$ cat src/hdl/mslc_defs.vh
// Constants shared by the multidrop slave link control files.
// Assumes inclusion by bare name from the link control and its checker.
`ifndef MSLC_DEFS_VH
`define MSLC_DEFS_VH

// ============================================================
// Topology and role selection
`define MSLC_TOPO_P2P_PEER   2'd0
`define MSLC_TOPO_P2P_MS     2'd1
`define MSLC_TOPO_MULTIDROP  2'd2

// ============================================================
// Protocol selection
`define MSLC_PROTO_ATTACH    2'd0
`define MSLC_PROTO_ENQUIRY   2'd1
`define MSLC_PROTO_RTU       2'd2

// ============================================================
// Timing, widths and fixed byte codes
`define MSLC_CLK_HZ          40000000
`define MSLC_CNT_W           24
`define MSLC_CHAR_BITS       10
`define MSLC_IDLE_CHARS      4'h3
`define MSLC_BREAK_BITS      5'h14
`define MSLC_ADDR_W          8
`define MSLC_BCAST_ADDR      8'h00
`define MSLC_ENQ_CHAR        8'h05
`define MSLC_ATTACH_CHAR     8'h1B
`define MSLC_WARMUP_US       100
`define MSLC_TIMEOUT_US      500

`endif

$ cat src/hdl/mslc_link_ctrl.v
// Link-level control for a serial comm_module on a shared line.
// Assumes a UART beside it delivers received bytes and start-bit pulses
// on core_clk, and that lineRx is the raw asynchronous receive pin.
`timescale 1ns/100ps
`default_nettype none
`include "mslc_defs.vh"

module mslc_link_ctrl #(
   parameter BAUD_DIV    = 347,
   parameter WARMUP_CYC  = (`MSLC_WARMUP_US * (`MSLC_CLK_HZ / 1000000)),
   parameter TIMEOUT_CYC = (`MSLC_TIMEOUT_US * (`MSLC_CLK_HZ / 1000000))
) (
   input  wire                    core_clk,
   input  wire                    sys_rst,
   input  wire [1:0]              topology,
   input  wire [1:0]              protocol,
   input  wire                    isMaster,
   input  wire                    radioEn,
   input  wire [3:0]              idleChars,
   input  wire [`MSLC_ADDR_W-1:0] attach_station_id,
   input  wire [`MSLC_ADDR_W-1:0] enquiry_station_id,
   input  wire [`MSLC_ADDR_W-1:0] stationAddr,
   input  wire                    lineRx,
   input  wire                    rxStart,
   input  wire                    rxValid,
   input  wire [7:0]              rxByte,
   input  wire                    rxFirst,
   input  wire                    txReq,
   input  wire                    txDone,
   output wire                    txGo,
   output reg                     radioKey,
   output reg                     lineBusy,
   output reg                     frameAccept,
   output reg                     replyAllowed,
   output reg                     configError,
   output reg                     timeoutHit
);
   // ============================================================
   // Slave receive states, one-hot.
   localparam [4:0] ST_WAIT_IDLE = 5'b00001;
   localparam [4:0] ST_HUNT      = 5'b00010;
   localparam [4:0] ST_EXPECT    = 5'b00100;
   localparam [4:0] ST_CHECK_ID  = 5'b01000;
   localparam [4:0] ST_ADDRESSED = 5'b10000;
   // Transmit states, one-hot.
   localparam [2:0] TX_IDLE = 3'b001;
   localparam [2:0] TX_WARM = 3'b010;
   localparam [2:0] TX_SEND = 3'b100;

   // Parameters are 32-bit integers; only the counter width is kept.
   wire [`MSLC_CNT_W-1:0] baudDivW = BAUD_DIV[`MSLC_CNT_W-1:0];
   wire [`MSLC_CNT_W-1:0] warmW    = WARMUP_CYC[`MSLC_CNT_W-1:0];
   wire [`MSLC_CNT_W-1:0] toutW    = TIMEOUT_CYC[`MSLC_CNT_W-1:0];

   reg  [4:0]             rxSt_r;
   reg  [4:0]             rxSt_nxt;
   reg  [2:0]             txSt_r;
   reg  [2:0]             txSt_nxt;
   reg  [`MSLC_CNT_W-1:0] baudCnt_r;
   reg                    bitTick_r;
   reg  [3:0]             bitInChar_r;
   reg  [3:0]             quietChars_r;
   reg  [4:0]             lowBits_r;
   reg                    breakSeen_r;
   reg                    bcast_r;
   wire                   rxSync;
   wire                   warmDone;
   wire                   toutExp;
   wire                   isSlave;
   wire                   mayInitiate;
   wire                   idMatch;

   // ============================================================
   // The receive pin is asynchronous, so it passes two flops first.
   mslc_sync uRxSync (
      .core_clk (core_clk),
      .sys_rst  (sys_rst),
      .asyncIn  (lineRx),
      .syncOut  (rxSync)
   );

   // ============================================================
   // Bit-time enable pulse divided from core_clk.
   always @(posedge core_clk) begin
      if (sys_rst) begin
         baudCnt_r <= {`MSLC_CNT_W{1'b0}};
         bitTick_r <= 1'b0;
      end else if (baudCnt_r >= baudDivW - 1'b1) begin
         baudCnt_r <= {`MSLC_CNT_W{1'b0}};
         bitTick_r <= 1'b1;
      end else begin
         baudCnt_r <= baudCnt_r + 1'b1;
         bitTick_r <= 1'b0;
      end
   end

   // ============================================================
   // Quiet-time and break measurement on the synchronised line.
   // A break is a long run of space bits, counted in bit times.
   always @(posedge core_clk) begin
      if (sys_rst) begin
         bitInChar_r  <= 4'h0;
         quietChars_r <= 4'h0;
         lineBusy     <= 1'b1;
         lowBits_r    <= 5'h00;
         breakSeen_r  <= 1'b0;
      end else begin
         if (rxStart || !rxSync) begin
            bitInChar_r  <= 4'h0;
            quietChars_r <= 4'h0;
            lineBusy     <= 1'b1;
         end else if (bitTick_r) begin
            if (bitInChar_r == `MSLC_CHAR_BITS - 1) begin
               bitInChar_r <= 4'h0;
               if (quietChars_r != 4'hF)
                  quietChars_r <= quietChars_r + 4'h1;
            end else begin
               bitInChar_r <= bitInChar_r + 4'h1;
            end
            if (quietChars_r >= idleChars)
               lineBusy <= 1'b0;
         end
         // Break search runs only while hunting.
         if (rxSt_r != ST_HUNT) begin
            lowBits_r   <= 5'h00;
            breakSeen_r <= 1'b0;
         end else if (rxSync) begin
            lowBits_r <= 5'h00;
         end else if (bitTick_r) begin
            if (lowBits_r >= `MSLC_BREAK_BITS - 1)
               breakSeen_r <= 1'b1;
            else
               lowBits_r <= lowBits_r + 5'h01;
         end
      end
   end

   // ============================================================
   // Role decision. Multidrop attach/enquiry forces master/slave.
   assign isSlave     = !isMaster;
   assign mayInitiate = (topology == `MSLC_TOPO_P2P_PEER) ||
                        isMaster;

   always @(posedge core_clk) begin
      if (sys_rst)
         configError <= 1'b0;
      else
         // Reserved codes name no role at all, peer included, so flag them.
         configError <= (topology > `MSLC_TOPO_MULTIDROP) ||
                        (protocol > `MSLC_PROTO_RTU);
   end

   // ============================================================
   // Identity compare against the configured id for each protocol.
   assign idMatch =
      (protocol == `MSLC_PROTO_ATTACH)  ? (rxByte == attach_station_id) :
      (protocol == `MSLC_PROTO_ENQUIRY) ? (rxByte == enquiry_station_id) :
      ((rxByte == stationAddr) || (rxByte == `MSLC_BCAST_ADDR));

   // ============================================================
   // Slave acceptance machine. Foreign traffic is simply passed over.
   always @* begin
      rxSt_nxt = rxSt_r;
      case (rxSt_r)
         ST_WAIT_IDLE: begin
            if (!lineBusy && isSlave)
               rxSt_nxt = (protocol == `MSLC_PROTO_ATTACH) ?
                          ST_HUNT : ST_EXPECT;
            else if (isSlave && rxValid && rxFirst &&
                     protocol == `MSLC_PROTO_RTU)
               rxSt_nxt = idMatch ? ST_ADDRESSED : ST_WAIT_IDLE;
         end
         ST_HUNT: begin
            if (breakSeen_r && rxSync)
               rxSt_nxt = ST_EXPECT;
         end
         ST_EXPECT: begin
            if (rxValid) begin
               if (protocol == `MSLC_PROTO_ATTACH)
                  rxSt_nxt = (rxByte == `MSLC_ATTACH_CHAR) ?
                             ST_CHECK_ID : ST_EXPECT;
               else if (protocol == `MSLC_PROTO_ENQUIRY)
                  rxSt_nxt = (rxByte == `MSLC_ENQ_CHAR) ?
                             ST_CHECK_ID : ST_EXPECT;
               else if (rxFirst)
                  rxSt_nxt = idMatch ? ST_ADDRESSED : ST_WAIT_IDLE;
            end
         end
         ST_CHECK_ID: begin
            if (rxValid)
               rxSt_nxt = idMatch ? ST_ADDRESSED : ST_WAIT_IDLE;
         end
         ST_ADDRESSED: begin
            if (txDone || toutExp ||
                (bcast_r && !lineBusy))
               rxSt_nxt = ST_WAIT_IDLE;
         end
         default: rxSt_nxt = ST_WAIT_IDLE;
      endcase
      if (!isSlave)
         rxSt_nxt = ST_WAIT_IDLE;
   end

   // ============================================================
   // State, acceptance strobe and broadcast memory.
   always @(posedge core_clk) begin
      if (sys_rst) begin
         rxSt_r      <= ST_WAIT_IDLE;
         frameAccept <= 1'b0;
         bcast_r     <= 1'b0;
      end else begin
         rxSt_r      <= rxSt_nxt;
         // The RTU address byte is judged at once, so accept on any entry.
         frameAccept <= (rxSt_r != ST_ADDRESSED) &&
                        (rxSt_nxt == ST_ADDRESSED);
         if (rxSt_r != ST_ADDRESSED && rxSt_nxt == ST_ADDRESSED)
            bcast_r <= (protocol == `MSLC_PROTO_RTU) &&
                       (rxByte == `MSLC_BCAST_ADDR);
      end
   end

   // Outside peer topology a slave replies only when addressed, and never to a broadcast.
   always @(posedge core_clk) begin
      if (sys_rst)
         replyAllowed <= 1'b0;
      else
         replyAllowed <= mayInitiate ||
                         ((rxSt_r == ST_ADDRESSED) && !bcast_r);
   end

   // ============================================================
   // Transmit keying: key first, wait warm-up, then release data.
   always @* begin
      txSt_nxt = txSt_r;
      case (txSt_r)
         TX_IDLE:
            if (txReq && replyAllowed)
               txSt_nxt = radioEn ? TX_WARM : TX_SEND;
         TX_WARM:
            if (warmDone)
               txSt_nxt = TX_SEND;
         TX_SEND:
            if (txDone)
               txSt_nxt = TX_IDLE;
         default: txSt_nxt = TX_IDLE;
      endcase
   end

   always @(posedge core_clk) begin
      if (sys_rst) begin
         txSt_r   <= TX_IDLE;
         radioKey <= 1'b0;
      end else begin
         txSt_r   <= txSt_nxt;
         radioKey <= radioEn && (txSt_nxt != TX_IDLE);
      end
   end

   assign txGo = (txSt_r == TX_SEND);

   // Warm-up interval timer.
   mslc_timer #(.W(`MSLC_CNT_W)) uWarm (
      .core_clk (core_clk),
      .sys_rst  (sys_rst),
      .load     (txSt_r == TX_IDLE),
      .loadVal  (warmW),
      .tick     (1'b1),
      .expired  (warmDone)
   );

   // ============================================================
   // Response timeout, lengthened by the warm-up when radio is used.
   // Reloaded on each received byte so a live exchange never expires.
   mslc_timer #(.W(`MSLC_CNT_W)) uTout (
      .core_clk (core_clk),
      .sys_rst  (sys_rst),
      .load     (rxSt_r != ST_ADDRESSED || rxValid),
      .loadVal  (radioEn ? toutW + warmW : toutW),
      .tick     (1'b1),
      .expired  (toutExp)
   );

   always @(posedge core_clk) begin
      if (sys_rst)
         timeoutHit <= 1'b0;
      else
         timeoutHit <= (rxSt_r == ST_ADDRESSED) && toutExp;
   end
endmodule
`default_nettype wire

$ cat src/hdl/mslc_sync.v
// Two-flop synchroniser for one asynchronous level.
// Assumes a single clock domain on core_clk.
`timescale 1ns/100ps
`default_nettype none
module mslc_sync (
   input  wire core_clk,
   input  wire sys_rst,
   input  wire asyncIn,
   output reg  syncOut
);
   reg metaR_r;

   // ============================================================
   // The first stage feeds only the second to contain metastability.
   always @(posedge core_clk) begin
      if (sys_rst) begin
         metaR_r <= 1'b1;
         syncOut <= 1'b1;
      end else begin
         metaR_r <= asyncIn;
         syncOut <= metaR_r;
      end
   end
endmodule
`default_nettype wire

$ cat src/hdl/mslc_timer.v
// Down counter that reports when a loaded interval has elapsed.
// Assumes loads and ticks from logic on the same clock.
`timescale 1ns/100ps
`default_nettype none
module mslc_timer #(
   parameter W = 24
) (
   input  wire         core_clk,
   input  wire         sys_rst,
   input  wire         load,
   input  wire [W-1:0] loadVal,
   input  wire         tick,
   output wire         expired
);
   reg [W-1:0] cnt_r;

   // ============================================================
   // Counting stops at zero, so expired holds until the next load.
   always @(posedge core_clk) begin
      if (sys_rst)
         cnt_r <= {W{1'b0}};
      else if (load)
         cnt_r <= loadVal;
      else if (tick && (cnt_r != {W{1'b0}}))
         cnt_r <= cnt_r - {{(W-1){1'b0}}, 1'b1};
   end

   assign expired = (cnt_r == {W{1'b0}}) && !load;
endmodule
`default_nettype wire

$ cat config.mk
export PLATFORM = sky130hd
export DESIGN_NAME = mslc_link_ctrl
export DESIGN_NICKNAME = d
export VERILOG_FILES = /design/src/hdl/mslc_link_ctrl.v /design/src/hdl/mslc_sync.v /design/src/hdl/mslc_timer.v
export VERILOG_INCLUDE_DIRS = /design/src /design/src/hdl
export SDC_FILE = /design/constraint.sdc
export NUM_CORES = 1
export LEC_CHECK = 0
export ABC_AREA = 1
export BUFFER_PORTS_ARGS = -buffer_cell sky130_fd_sc_hd__buf_2
export CAP_MARGIN = 20
export CORE_UTILIZATION = 42
export DETAILED_ROUTE_END_ITERATION = 10
export PLACE_DENSITY = 0.66
export SLEW_MARGIN = 20
export SYNTH_ARGS = -nofsm -noshare
export SYNTH_HDL_FRONTEND = slang
export SYNTH_SLANG_ARGS = --single-unit
export TNS_END_PERCENT = 50
$ cat constraint.sdc
create_clock -name core_clk -period 2.4 [get_ports core_clk]
set_clock_uncertainty 0.1 [all_clocks]
set_input_delay 0.24 -clock core_clk [delete_from_list [all_inputs] [get_ports core_clk]]
set_output_delay 0.24 -clock core_clk [all_outputs]
set_load 0.005 [all_outputs]
==> metrics <==
Int Power=between 2 and 3 mW; design area=6290 µm²; Critical Path AT=between 2 and 2.5 ns; vias per cell=4.81; clock buffer depth=2; Slowest-stage cell, CP=dfxtp_1; mapped cell area=about 5400 µm²; Worst path max stage delay=about 0.33 ns; # setup viols final=0; critical path startpoint=uWarm.cnt_r[0]; Max Cap Violations=0; EDFF count, synth=0; top-count cell post-synth=nand2_1; first-pass iteration count of the detailed router=8; slew margin rel.=a little under two thirds; Sw Pwr=1.01 mW; Placement Setup Slack=around 0.34 ns; CTS buffer count=9; CP Launch Type=flop; Setup TNS Final=0 ns; Hold WC Path Type=input port to flop; Crit. End Element=flop; CP endpoint=uWarm.cnt_r[21]; Slew @ Worst Pin=about 0.54 ns; Slew Limit Fails=0; Synth Warn #=0; syn_area_per_cell=around 7 µm²; Global Route Usage Sum=between 10% and 20%; I/O Buffers=56; # resized after CTS=0; Antenna Violating Nets Remaining=0; power density cells=about 640 nW/µm²; GRT overflow=0; peak ir drop on the vdd network=~0.00073 V; Final min period=roughly 2.1 ns; leak pwr=just under 3 nW; number of global-route vias before repair=approximately 4400; largest net degree at the start of global routing=18; DR vias=5019; CTS Hold Bufs=1; clock share of power=between 40% and 50%; failing checks=DRC; Initial Util=42.9%; outcome=finished with violations; I/O pin count=57; required time of the critical path=approximately 2.6 ns; Die W=~120 µm; post-DP HPWL=~8800 µm; main flop type after synthesis=dfxtp_1; CP cell instances=inv_1 -> ha_1 -> nand2_1 -> nor2_1 -> nor3b_2 -> nand2_2 -> nand2_1 -> nor2_1 -> nand4_1 -> o21ai_0 -> a21oi_1; reg2reg path depth=11; count of state elements after synthesis=approximately 100; Yosys cell types=47; Tcrit/Tclk final=86.1%; Seq pwr share=roughly 46%; Hold Fails Final Rpt=0; FILL cells=1256; leading area contributor after synthesis=dfxtp_1; Synth top cells by count=160 x nand2_1, 134 x nor2_1, 116 x inv_1; Crit Path Max Fanout=9; initial antenna violation count=0; combinational power share=between 10% and 20%; Worst-Skew Late Latency=around 0.36 ns; CTS tree=yes; Area Overhead vs Synth=16.7%; root buffer cell=clkbuf_16; share of layout cells above drive strength 1=11.7%; RR Startpoint=uWarm.cnt_r[0]; RSZ-0062 raised after global routing=no; top cells by area, synth=dfxtp_1 39%, nand2_1 11%, nor2_1 9.3%; # nets final=~930; final WL=~12000 µm; Reg2Reg Setup Slack=between 0.3 and 0.4 ns; number of setup buffers added after CTS=0; Reg-to-Reg End=uWarm.cnt_r[21]; diodes inserted=0; Clk pin slew, worst setup/hold paths=0.08 ns; H-tree levels=3; first-pass GRT wire length=19200 µm; max frequency=just under 500 MHz; area of the core=approximately 13000 µm²; row cnt=41; Post-synth ARST share=0%; switch share=about 25%; gpl congestion=0.912; Final Worst Setup Slack=between 0.3 and 0.4 ns; Initial DRC Count=325; register area share after synthesis=approximately 39%; Die ar.=13300 µm²; critical path class=flop to flop; Synth top area share=38.6%; cells after synthesis=approximately 800; Post-DP Area=around 5900 µm²; DRC=2; routed length per instance=around 11 µm; Die Span Y=about 120 µm; Clock Sinks=between 100 and 150
## layer usage
layer	vias up	routed length, µm	global-route usage, %
li1	2689	-	-
met1	2207	5600	22.8
met2	109	5250	30.0
met3	14	551	4.59
met4	0	172	5.97
met5	-	0	0
## area by class of cell
class                   count  area (µm²)  share of cell area [%]
inverters                 118         445                    7.08
well taps                 172         215                    3.42
clock inverters             6         115                    1.83
clock buffers              10         229                    3.64
multi-input cells         572        2880                    45.8
repair buffers             61         320                    5.09
flip-flops and latches    104        2080                    33.1
## critical path: cells and delay by family, from the launching register on
family | cells | cell delay (ns)
AOI/OAI and AO/OA | 2 | 0.24
buffers and inverters | 1 | 0.06
adders and majority gates | 1 | 0.22
DFF | 1 | 0.33
and+or+nand+nor | 7 | 1.01
## layout by cell type (no fill, tap or decap), types with 2 or more instances in the layout
cell       netlist  routed
o21ai_0         33      33
conb_1           1      15
inv_1          116     116
bufinv_16        0       3
nor4_2           2       2
buf_2            4      56
a211oi_1         3       3
nand4_1         17      17
dfxtp_1        104     104
a21oi_1         51      51
nor3_1          26      26
nand2_1        160     160
nand3b_1         3       3
or2_2            2       2
nor2_2           2       2
a31oi_1         11      11
xor2_1           9       9
nor4_1           8       8
o21a_1           6       6
nand3_1         30      30
nor2_4           6       6
buf_4            0       4
ha_1            11      11
nand2_2          5       5
xnor2_1         14      14
nand3_2          2       2
or3_1            2       2
nor2_1         134     134
a21boi_0         3       3
clkbuf_16        0       9
inv_6            0       2
a311oi_1         2       2
## power groups by stage
| stage | registers (mW) | logic (mW) | clock network [mW] |
|---|---|---|---|
| 2_1_floorplan | 1.86 | 0.332 | 0 |
| 3_3_place_gp | 1.87 | 0.463 | 0 |
| 3_5_place_dp | 1.87 | 0.465 | 0 |
| 4_1_cts | 1.83 | 0.469 | 1.74 |
| 5_1_grt | 1.84 | 0.532 | 1.82 |
| 6_report | 1.83 | 0.469 | 1.70 |
## kinds of logic after synthesis
| family | synth area share, % |
|---|---|
| and+or+nand+nor | 34.0 |
| buffers and inverters | 8.84 |
| AOI/OAI and AO/OA | 12.2 |
| DFF | 38.6 |
| xor gates and xnor gates | 3.74 |
| adders and majority gates | 2.55 |
| other | 0.0696 |
## how the worst min path moves through the flow
stage / start / end / slack [ns] / depth (start not counted)
global route: isMaster / rxSt_r[1] / 0.03 / 2
finish: isMaster / rxSt_r[1] / 0.02 / 2
floorplan: isMaster / rxSt_r[1] / 0.22 / 1
detailed placement: uRxSync.metaR_r / uRxSync.syncOut / 0.31 / 1
global placement: uRxSync.metaR_r / uRxSync.syncOut / 0.29 / 1
CTS: isMaster / rxSt_r[1] / 0.01 / 2
## registers in the layout, summed over array words and instances (netlist names), 3 cells and up
| register | cells |
|---|---|
| rxSt_r | 5 |
| baudCnt_r | 24 |
| uTout.cnt_r | 24 |
| lowBits_r | 5 |
| quietChars_r | 4 |
| uWarm.cnt_r | 24 |
| txSt_r | 3 |
| bitInChar_r | 4 |
## metrics by stage
step / power [mW] / utilization, % / hold WS (ns) / std cells
final: 4.00 / 50.1 / 0.0244 / 1043
after global routing: 4.19 / 50.1 / 0.0304 / 1043
after CTS: 4.04 / 50.1 / 0.0137 / 1043
after detailed placement: 2.34 / 47.2 / 0.309 / 1026
after global placement: 2.33 / 47.2 / 0.292 / 1026
after floorplan: 2.19 / - / 0.219 / 801
No activity file was read; power rests on OpenSTA's default activity.
